==> config.mk <==
export PLATFORM = sky130hd
export DESIGN_NAME = dsr_top
export DESIGN_NICKNAME = d
export VERILOG_FILES = /design/src/dsr_pkg.sv /design/src/dsr_brk_if.sv /design/src/dsr_top.sv /design/src/dsr_brk_tracker.sv
export VERILOG_INCLUDE_DIRS = /design/src
export SDC_FILE = /design/constraint.sdc
export NUM_CORES = 1
export LEC_CHECK = 0
export CORE_MARGIN = 1.5
export CORE_UTILIZATION = 50
export DETAILED_ROUTE_END_ITERATION = 16
export DONT_BUFFER_PORTS = 1
export GPL_TIMING_DRIVEN = 0
export PLACE_DENSITY = 0.74
export SLEW_MARGIN = 40
export SYNTH_ARGS = -nofsm -noshare
export SYNTH_HDL_FRONTEND = slang
export SYNTH_SLANG_ARGS = --single-unit
export TNS_END_PERCENT = 100
==> constraint.sdc <==
create_clock -name clk -period 1.1 [get_ports clk]
set_clock_uncertainty 0.15 [all_clocks]
set_input_delay 0.165 -clock clk [delete_from_list [all_inputs] [get_ports clk]]
set_output_delay 0.165 -clock clk [all_outputs]
set_load 0.005 [all_outputs]
==> src/dsr_params.svh <==
`ifndef DSR_PARAMS_SVH
`define DSR_PARAMS_SVH

// ----------------------------------------
// Register byte offsets
// ----------------------------------------
`define DSR_OFS_STATUS 4'h0
`define DSR_OFS_CONTROL 4'h4

// ----------------------------------------
// Status field positions
// ----------------------------------------
`define DSR_ST_IDLE 7
`define DSR_ST_HALT 6
`define DSR_ST_RDPROT 5

// ----------------------------------------
// Control field positions
// ----------------------------------------
`define DSR_CT_HALT_REQ 7
`define DSR_CT_BRK_ALLOW 6
`define DSR_CT_ACK_EN 5
`define DSR_CT_SPIN_SEL 4
`define DSR_CT_RESET 0

// ----------------------------------------
// Reset values and control write mask
// ----------------------------------------
`define DSR_CONTROL_RESET 8'h00
`define DSR_STATUS_RESET 8'h00
`define DSR_CONTROL_WMASK 8'hf1

`endif

==> src/dsr_pkg.sv <==
package dsr_pkg;
  // Bus slave states
  typedef enum logic [0:0] {
    DSR_BUS_IDLE = 1'b0,
    DSR_BUS_ACK = 1'b1
  } dsr_bus_state_t;

  typedef logic [7:0] dsr_byte_t;
endpackage

==> src/dsr_brk_if.sv <==
`timescale 1ns/1ps
// Breakpoint decode path between control logic and tracker
interface dsr_brk_if;
  logic brk_decoded;
  logic brk_allow;
  logic spin_sel;
  logic ctl_write;
  logic enter_debug;
  logic spin_active;
  logic brk_seen;
  logic brk_nop;

  modport tracker (
    input brk_decoded,
    input brk_allow,
    input spin_sel,
    input ctl_write,
    output enter_debug,
    output spin_active,
    output brk_seen,
    output brk_nop
  );

  modport ctrl (
    output brk_decoded,
    output brk_allow,
    output spin_sel,
    output ctl_write,
    input enter_debug,
    input spin_active,
    input brk_seen,
    input brk_nop
  );
endinterface

==> src/dsr_top.sv <==
// Local design decisions: register access over Wishbone and the placing of the registers.
`timescale 1ns/1ps
`include "dsr_params.svh"
// Overview of operation
// - Idle bit set by debug mode or breakpoint
// - Idle reads 0 running, 1 stopped/spinning
// - Bit 6 mirrors halt mode
// - Bit 5 is inverted read-protect option
// - Halt request stops fetch, auto-sets on breakpoint unless spin is selected
// - Breakpoint enters debug, spins, or is no-op
module dsr_top
  import dsr_pkg::*;
(
  input wire logic clk,
  input wire logic reset_n,
  input wire logic wb_cyc_i,
  input wire logic wb_stb_i,
  input wire logic wb_we_i,
  input wire logic [3:0] wb_adr_i,
  input wire logic [3:0] wb_sel_i,
  input wire logic [31:0] wb_dat_i,
  output logic [31:0] wb_dat_o,
  output logic wb_ack_o,
  input wire logic brk_decoded,
  input wire logic halt_mode,
  input wire logic read_protect_option,
  input wire logic cpu_reset_done,
  output logic cpu_fetch_stall,
  output logic cpu_spin_on_brk,
  output logic brk_as_nop,
  output logic cpu_reset_req,
  output logic debug_ack_enable
);

  // ----------------------------------------
  // Address decode helper
  // ----------------------------------------
  // Word match on the byte address, low two bits ignored
  function automatic logic dsr_hit(input logic [3:0] adr, input logic [3:0] ofs);
    dsr_hit = (adr[3:2] == ofs[3:2]);
  endfunction

  // ----------------------------------------
  // Declarations
  // ----------------------------------------
  dsr_brk_if brk ();

  dsr_bus_state_t bus_state_ff;
  dsr_bus_state_t nxt_bus_state;
  logic ack_ff;
  logic [31:0] rdata_ff;
  logic [31:0] nxt_rdata;
  dsr_byte_t control_ff;
  dsr_byte_t nxt_control;
  dsr_byte_t status_ff;
  dsr_byte_t nxt_status;
  logic halt_req_ff;
  logic nxt_halt_req;
  logic reset_req_ff;
  logic stall_ff;
  logic spin_out_ff;
  logic nop_out_ff;
  logic ctl_wr_ff;
  logic req;
  logic take;
  logic ctl_wr;
  logic prot_active;
  dsr_byte_t wdata;

  // ----------------------------------------
  // Request qualification
  // ----------------------------------------
  // A request is taken once, in the idle state only
  assign req = wb_cyc_i & wb_stb_i;
  assign take = req & (bus_state_ff == DSR_BUS_IDLE);
  // Control write needs byte lane 0, where the byte lives
  assign ctl_wr = take & wb_we_i & wb_sel_i[0] & dsr_hit(wb_adr_i, `DSR_OFS_CONTROL);
  assign wdata = wb_dat_i[7:0];
  // Protection is in force when the option bit is programmed to 0
  assign prot_active = ~read_protect_option;

  // ----------------------------------------
  // Bus state machine
  // ----------------------------------------
  // Ack one cycle after the request, then drop it for a cycle
  always_comb begin
    nxt_bus_state = bus_state_ff;
    case (bus_state_ff)
      DSR_BUS_IDLE: begin
        if (req) begin
          nxt_bus_state = DSR_BUS_ACK;
        end
      end
      DSR_BUS_ACK: begin
        nxt_bus_state = DSR_BUS_IDLE;
      end
      default: begin
        nxt_bus_state = DSR_BUS_IDLE;
      end
    endcase
  end

  always_ff @(posedge clk) begin
    if (!reset_n) begin
      bus_state_ff <= DSR_BUS_IDLE;
    end else begin
      bus_state_ff <= nxt_bus_state;
    end
  end

  // Ack registered so that it leaves straight from a flop
  always_ff @(posedge clk) begin
    if (!reset_n) begin
      ack_ff <= 1'b0;
    end else begin
      ack_ff <= take;
    end
  end

  // ----------------------------------------
  // Read data
  // ----------------------------------------
  // Unmapped words still ack, reading zero, so a host never hangs
  always_comb begin
    nxt_rdata = rdata_ff;
    if (take) begin
      nxt_rdata = 32'h0000_0000;
      if (!wb_we_i && dsr_hit(wb_adr_i, `DSR_OFS_STATUS)) begin
        nxt_rdata = {24'h00_0000, status_ff};
      end else if (!wb_we_i && dsr_hit(wb_adr_i, `DSR_OFS_CONTROL)) begin
        nxt_rdata = {24'h00_0000, control_ff};
      end
    end
  end

  always_ff @(posedge clk) begin
    if (!reset_n) begin
      rdata_ff <= 32'h0000_0000;
    end else begin
      rdata_ff <= nxt_rdata;
    end
  end

  // ----------------------------------------
  // Control register
  // ----------------------------------------
  // Spin, allow and ack-enable bits follow the write directly;
  // reserved bits 3:1 are masked off so they stay zero
  always_comb begin
    nxt_control = control_ff;
    if (ctl_wr) begin
      nxt_control = wdata & `DSR_CONTROL_WMASK;
    end
    nxt_control[`DSR_CT_HALT_REQ] = nxt_halt_req;
    nxt_control[`DSR_CT_RESET] = reset_req_ff;
  end

  always_ff @(posedge clk) begin
    if (!reset_n) begin
      control_ff <= `DSR_CONTROL_RESET;
    end else begin
      control_ff <= nxt_control;
    end
  end

  // Halt request: breakpoint entry wins over a clearing write;
  // under read protection it can only be left through reset
  always_comb begin
    nxt_halt_req = halt_req_ff;
    if (ctl_wr) begin
      nxt_halt_req = wdata[`DSR_CT_HALT_REQ] | (halt_req_ff & prot_active);
    end
    if (brk.enter_debug) begin
      nxt_halt_req = 1'b1;
    end
  end

  always_ff @(posedge clk) begin
    if (!reset_n) begin
      halt_req_ff <= 1'b0;
    end else begin
      halt_req_ff <= nxt_halt_req;
    end
  end

  // Device reset request, cleared by the core when reset finishes;
  // a new write in the finishing cycle wins over the clear
  always_ff @(posedge clk) begin
    if (!reset_n) begin
      reset_req_ff <= 1'b0;
    end else if (ctl_wr && wdata[`DSR_CT_RESET]) begin
      reset_req_ff <= 1'b1;
    end else if (cpu_reset_done) begin
      reset_req_ff <= 1'b0;
    end
  end

  // One-cycle marker that control was just written
  always_ff @(posedge clk) begin
    if (!reset_n) begin
      ctl_wr_ff <= 1'b0;
    end else begin
      ctl_wr_ff <= ctl_wr;
    end
  end

  // ----------------------------------------
  // Breakpoint tracker
  // ----------------------------------------
  // Fed from registered control so decode timing is fixed
  assign brk.brk_decoded = brk_decoded;
  assign brk.brk_allow = control_ff[`DSR_CT_BRK_ALLOW];
  assign brk.spin_sel = control_ff[`DSR_CT_SPIN_SEL];
  assign brk.ctl_write = ctl_wr_ff;

  dsr_brk_tracker u_brk (
    .clk(clk),
    .reset_n(reset_n),
    .brk(brk.tracker)
  );

  // ----------------------------------------
  // Status register
  // ----------------------------------------
  // Built only from live state; no bus write path reaches it
  always_comb begin
    nxt_status = 8'h00;
    nxt_status[`DSR_ST_IDLE] = halt_req_ff | brk.brk_seen;
    nxt_status[`DSR_ST_HALT] = halt_mode;
    nxt_status[`DSR_ST_RDPROT] = prot_active;
  end

  // Written every cycle from state, never from wb_dat_i
  always_ff @(posedge clk) begin
    if (!reset_n) begin
      status_ff <= `DSR_STATUS_RESET;
    end else begin
      status_ff <= nxt_status;
    end
  end

  // ----------------------------------------
  // Core-facing outputs
  // ----------------------------------------
  // Registered copies cost a cycle of latency but keep outputs clean
  always_ff @(posedge clk) begin
    if (!reset_n) begin
      stall_ff <= 1'b0;
    end else begin
      stall_ff <= halt_req_ff;
    end
  end

  always_ff @(posedge clk) begin
    if (!reset_n) begin
      spin_out_ff <= 1'b0;
    end else begin
      spin_out_ff <= brk.spin_active;
    end
  end

  always_ff @(posedge clk) begin
    if (!reset_n) begin
      nop_out_ff <= 1'b0;
    end else begin
      nop_out_ff <= brk.brk_nop;
    end
  end

  assign wb_ack_o = ack_ff;
  assign wb_dat_o = rdata_ff;
  assign cpu_fetch_stall = stall_ff;
  assign cpu_spin_on_brk = spin_out_ff;
  assign brk_as_nop = nop_out_ff;
  assign cpu_reset_req = reset_req_ff;
  assign debug_ack_enable = control_ff[`DSR_CT_ACK_EN];

endmodule

==> src/dsr_brk_tracker.sv <==
`timescale 1ns/1ps
module dsr_brk_tracker (
  input wire logic clk,
  input wire logic reset_n,
  dsr_brk_if.tracker brk
);
  logic hit;
  logic enter_ff;
  logic spin_ff;
  logic seen_ff;
  logic nop_ff;

  // A decode only counts as a breakpoint when allowed
  assign hit = brk.brk_decoded & brk.brk_allow;

  // ----------------------------------------
  // Breakpoint action
  // ----------------------------------------
  // One-cycle request to enter debug mode
  always_ff @(posedge clk) begin
    if (!reset_n) begin
      enter_ff <= 1'b0;
    end else begin
      enter_ff <= hit & ~brk.spin_sel;
    end
  end

  // Spin on the instruction until software rewrites control
  always_ff @(posedge clk) begin
    if (!reset_n) begin
      spin_ff <= 1'b0;
    end else if (hit & brk.spin_sel) begin
      spin_ff <= 1'b1;
    end else if (brk.ctl_write) begin
      spin_ff <= 1'b0;
    end
  end

  // Sticky seen flag; a hit in the write cycle wins over the clear
  always_ff @(posedge clk) begin
    if (!reset_n) begin
      seen_ff <= 1'b0;
    end else if (hit) begin
      seen_ff <= 1'b1;
    end else if (brk.ctl_write) begin
      seen_ff <= 1'b0;
    end
  end

  // Disabled breakpoints fall through as a no-operation
  always_ff @(posedge clk) begin
    if (!reset_n) begin
      nop_ff <= 1'b0;
    end else begin
      nop_ff <= brk.brk_decoded & ~brk.brk_allow;
    end
  end

  assign brk.enter_debug = enter_ff;
  assign brk.spin_active = spin_ff;
  assign brk.brk_seen = seen_ff;
  assign brk.brk_nop = nop_ff;
endmodule

==> key figures, run 1 <==
Logic synthesis
  – Distinct cells, synth: 25
  – Sequential area share after synthesis: 0.457
  – Largest area contributor in the netlist: dfxtp_1
  – #FFs+latches synth: 24
  – Synth warnings: 0
  – Synth area leaders: dfxtp_1 46%, buf_4 19%, and2_1 4.2%
  – Gate Count Post-Synth: 112
  – Syn avg cell area: 9.38 µm²
  – Share of the synthesized area in the top cell type: 0.457
  – Mapped cell area: 1050 µm²

Timing
  – Crit path time final: 1.23 ns
  – Worst-Margin Slew: 0.777 ns
  – Setup ws final: -0.132 ns
  – RSZ-0062 raised after global routing: yes
  – Relative slew margins: 0.481
  – Final Max Tran Viols: 0
  – Fin crit share: 1.12
  – Setup violation total in the final timing report: 13
  – Final Hold Fails: 4
  – Fin Hold WS: -0.0183 ns
  – Max Clk Rate: 812 MHz

Global route
  – Initial antenna violation count: 0
  – First-pass GRT wire length: 3240 µm
  – Largest net degree at the start of global routing: 15
  – Vias in the first global route: 759
  – Total grt overflow: 0
  – Overall routing resource usage: 0.173

Route
  – Drt via density: 4.51
  – Routed len/inst: 11.7 µm
  – First-pass iteration count of the detailed router: 4
  – Final WL: 2120 µm
  – Antenna viol nets, final: 0
  – Vias after detailed routing: 817
  – DRC: 0
  – Initial detailed-routing violation count: 13

Die
  – Row cnt: 16
  – Height of the chip: 48.8 µm
  – Core area: 1960 µm²
  – Die area: 2390 µm²
  – Initial core utilization: 0.536
  – DIE WIDTH: 48.8 µm
  – Number of placed I/O pins: 87

Worst setup path
  – Critical-path maximum fanout: 4
  – Setup CP Type: flip-flop to flip-flop
  – Crit. End Element: flip-flop
  – CP required: 1.17 ns
  – R2R Setup Slk: -0.13 ns
  – Startpoint types: flip-flop
  – Arrival time at the worst endpoint: 1.30 ns

Worst hold path
  – Hold Path Class: input pin to flip-flop

Pwr
  – Total Power: 1750 µW
  – Power per cell area: 1230 nW/µm²
  – Pleak: 0.000655 µW
  – Maximum vdd drop: 0.000718 V

Outcome
  – Violated checks: negative hold slack, negative setup slack
  – Status: complete, but fails checks

Finish
  – Fill cell count: 161
  – Nets: 204
  – Share of layout cells above drive strength 1: 0.325
  – Area Growth Syn to Fin: 34.9%
  – N_diodes: 0

CTS
  – Worst-skew pair later-pin latency: 0.31 ns
  – CTS Buf Count: 3
  – Worst-path clk slew: 0.13 ns
  – Max Buffers Root-to-Sink: 2
  – TritonCTS clock tree: built
  – CTS sink count: 24
  – CTS Root Cell: clkbuf_4
  – H-tree depth: 1

Place
  – Placement Setup Slack: -0.170 ns
  – Post-DP HPWL: 1460 µm
  – RD Place Congestion: 0.735
  – I/O Buffers: 0

Run
  – Max_cap viols: 0
final timing paths:
path                startpoint       endpoint  cells past startpoint
max reg2reg       bus_state_ff  control_ff[7]                      3
max               bus_state_ff  control_ff[7]                      3
min                    wb_we_i    wb_dat_o[4]                      3
min reg2reg  u_brk.brk.brk_nop     brk_as_nop                      1
routing by layer:
metal / wire, µm / global-route usage
met1: 864 / 0.196
met3: 133 / 0.0307
met5: 0 / 0
met4: 27 / 0.0762
met2: 1090 / 0.315
per-stage QoR:
stage	TNS (ns)	utilization	instance area (µm²)	instances	hold WS [ns]
after floorplan	-0.158	-	1150	138	0.0866
after global placement	-1.11	0.605	1190	165	0.0890
after detailed placement	-1.48	0.605	1190	165	0.0937
after CTS	-0.644	0.692	1360	179	-0.110
after global routing	-1.47	0.723	1420	181	-0.00635
final	-1.02	0.723	1420	181	-0.0183
synth_stat cells:
| cell | number |
|---|---|
| and4b_1 | 1 |
| conb_1 | 1 |
| and3_2 | 1 |
| buf_4 | 27 |
| nand3b_2 | 1 |
| buf_2 | 2 |
| dfxtp_1 | 24 |
| nand2_1 | 6 |
| clkbuf_1 | 2 |
| and3b_2 | 1 |
| a21boi_0 | 4 |
| and2_1 | 7 |
| inv_1 | 2 |
| nor3b_1 | 2 |
| a221o_1 | 1 |
| nor3_1 | 2 |
| nor2b_1 | 3 |
| a21boi_1 | 2 |
| a221oi_1 | 3 |
| nand3_1 | 6 |
| o21ai_0 | 6 |
| nor2_1 | 4 |
| a32oi_1 | 2 |
| o21a_1 | 1 |
| nand4b_1 | 1 |
critical path, cell delays in order (launching register included):
cell     delay (ns)
dfxtp_2        0.34
and3b_2        0.28
nand3_2        0.08
a221o_1        0.29
layout make-up:
type | instances | area, µm² | share of cell area
timing repair buffer | 12 | 113 | 0.0794
inverter | 2 | 7.51 | 0.00530
clock buffer | 3 | 22.5 | 0.0159
clock inverter | 1 | 30.0 | 0.0212
buffer | 31 | 226 | 0.160
sequential | 24 | 482 | 0.340
multi-input combinational | 81 | 503 | 0.355
tap | 27 | 33.8 | 0.0238
registers in the layout (all words and copies together), names as in the netlist:
register / flops
bus_state_ff: 1
cpu_spin_on_brk: 1
u_brk.brk.spin_active: 1
control_ff: 5
brk_as_nop: 1
wb_dat_o: 5
cpu_reset_req: 1
brk.ctl_write: 1
u_brk.brk.brk_seen: 1
status_ff: 3
wb_ack_o: 1
u_brk.brk.enter_debug: 1
cpu_fetch_stall: 1
u_brk.brk.brk_nop: 1
logic make-up after synthesis:
group / synth area share
AND/OR/NAND/NOR: 0.193
buffers and inverters: 0.217
flip-flops: 0.457
AO/OA/AOI/OAI: 0.130
other: 0.00357
placed cells by master, fill, tap and decap left out, types with 3 or more instances in the layout:
cell / netlist / layout
nor2b_1: 3 / 3
dfxtp_1: 24 / 23
clkbuf_4: 0 / 3
a21boi_1: 2 / 3
buf_4: 27 / 28
dlygate4sd3_1: 0 / 10
o21ai_0: 6 / 3
conb_1: 1 / 27
and2_1: 7 / 7
nand2_1: 6 / 6
nor2_1: 4 / 4
nand3_2: 0 / 5
report_power, final:
group          internal, µW  total [µW]  switching [µW]
combinational           123         216            92.1
clock                   368         634             266
sequential              889         900            11.0
what timing repair did:
action / in CTS / in global routing
pin swaps: 4 / 8
hold buffers: 9 / 1
cloned: 0 / 1
setup buffers: 1 / 0
hold endpoints to repair: 15 / 2
setup endpoints to repair: 11 / 13
resized for setup: 11 / 9
Note: power is estimated with default switching activity, not from simulation.
==> inputs of run 2 (changes only) <==
GPL_ROUTABILITY_DRIVEN = 0   (was not set)
PLACE_DENSITY = 0.71   (was 0.74)
clock period = 1.4 ns   (was 1.1 ns; I/O delays follow)
==> key figures, run 2 (synthesis results as in run 1) <==
Worst setup path
  – CP required: 1.44 ns
  – Crit. End Element: flip-flop
  – Arrival time at the worst endpoint: 1.30 ns
  – Worst stage delay on the critical path: 0.33 ns
  – Critical path's top delay family: simple AND/OR/NAND/NOR gates
  – Critical-path maximum fanout: 4
  – CP max stage cell: a221o_1
  – Critical path, cell by cell: and3b_2 -> nand3_1 -> a221o_1
  – Setup CP Type: flip-flop to flip-flop
  – WP buf/inv: 0
  – Startpoint types: flip-flop

Finish
  – N_diodes: 0
  – Share of layout cells above drive strength 1: 0.233
  – Area Growth Syn to Fin: 23.5%
  – Final core occ: 0.661
  – Fin cells: 177
  – Most frequent cells in the layout: 27 x buf_4, 27 x conb_1, 24 x dfxtp_1
  – Nets: 201

Timing
  – Final Hold Fails: 0
  – Fin crit share: 0.898
  – Relative slew margins: 0.539
  – Setup violation total in the final timing report: 0
  – Final TNS setup: 0 ns
  – Crit path time final: 1.26 ns
  – Max Clk Rate: 796 MHz
  – RSZ-0062 raised after global routing: no
  – Worst-Margin Slew: 0.690 ns
  – Fin Hold WS: 0.0409 ns
  – Final Max Tran Viols: 0

Global route
  – Total grt overflow: 0
  – Largest net degree at the start of global routing: 13
  – Initial antenna violation count: 0
  – Vias in the first global route: 705
  – Overall routing resource usage: 0.162
  – First-pass GRT wire length: 3020 µm

Route
  – Initial detailed-routing violation count: 12
  – Drt via density: 4.46
  – First-pass iteration count of the detailed router: 4
  – Final WL: 1810 µm
  – Vias after detailed routing: 790
  – Routed len/inst: 10.2 µm
  – Antenna viol nets, final: 0
  – DRC: 0

Die
  – Core area: 1960 µm²
  – DIE WIDTH: 48.8 µm
  – Die area: 2390 µm²
  – Row cnt: 16
  – Initial core utilization: 0.536
  – Number of placed I/O pins: 87
  – Height of the chip: 48.8 µm

Worst hold path
  – Hold Path Class: input pin to flip-flop

Outcome
  – Status: finished clean

CTS
  – CTS Buf Count: 3
  – Setup bufs post-CTS: 0
  – CTS sink count: 24
  – Worst-path clk slew: 0.11 ns
  – CTS Root Cell: clkbuf_4
  – H-tree depth: 1
  – TritonCTS clock tree: built
  – Max Buffers Root-to-Sink: 2
  – Worst-skew pair later-pin latency: 0.29 ns

Place
  – Post-DP HPWL: 1380 µm
  – Post-placement cell count: 165
  – I/O Buffers: 0

Pwr
  – Pleak: 0.000601 µW
  – Power per cell area: 871 nW/µm²
  – Maximum vdd drop: 0.000615 V

Run
  – Max_cap viols: 0
## run 2: layer usage
layer,up-vias,routed length [µm],global-route usage,share of wire
li1,402,-,-,-
met1,348,777,0.196,0.43
met2,38,885,0.285,0.49
met3,2,135,0.0307,0.074
met4,0,17,0.0571,0.0094
met5,-,0,0,0
## run 2: path summary, 6_finish.rpt
path | cells past startpoint | from | slack, ns | to
worst min register to register | 1 | u_brk.brk.brk_nop | 0.30 | brk_as_nop
worst max-delay path | 3 | bus_state_ff | 0.14 | control_ff[7]
worst max register to register | 3 | bus_state_ff | 0.14 | control_ff[7]
worst min-delay path | 3 | wb_we_i | 0.04 | wb_dat_o[0]
## run 2: repair_timing
action | CTS | global route
endpoints found under the setup margin | 0 | 1
gates resized for setup | 0 | 1
endpoints found under the hold margin | 12 | 0
hold buffers | 9 | 0
## run 2: tightest hold or removal path: cells and delay by family
family / cells / cell delay (ns)
simple gates: 2 / 0.18
compound gates: 1 / 0.05
## run 2: cell type report
| class | instances | area (µm²) |
|---|---|---|
| Buffer | 31 | 223 |
| Tap cell | 27 | 33.8 |
| Inverter | 2 | 7.51 |
| Timing Repair Buffer | 9 | 90.1 |
| Multi-Input combinational cell | 81 | 440 |
| Clock buffer | 3 | 22.5 |
| Fill cell | 188 | 664 |
| Sequential cell | 24 | 480 |
## run 2: power breakdown
group          total (µW)  internal (µW)  switching, µW
sequential            705            698           7.00
combinational         147           86.2           61.2
clock                 277            100            177
## run 2: stage by stage
stage	setup slack (ns)	total power [µW]	area, µm²
4_1_cts	0.137	1140	1290
3_5_place_dp	0.0947	842	1180
6_report	0.143	1130	1300
5_1_grt	0.0217	1180	1300
2_1_floorplan	0.205	829	1150
3_3_place_gp	0.105	840	1180
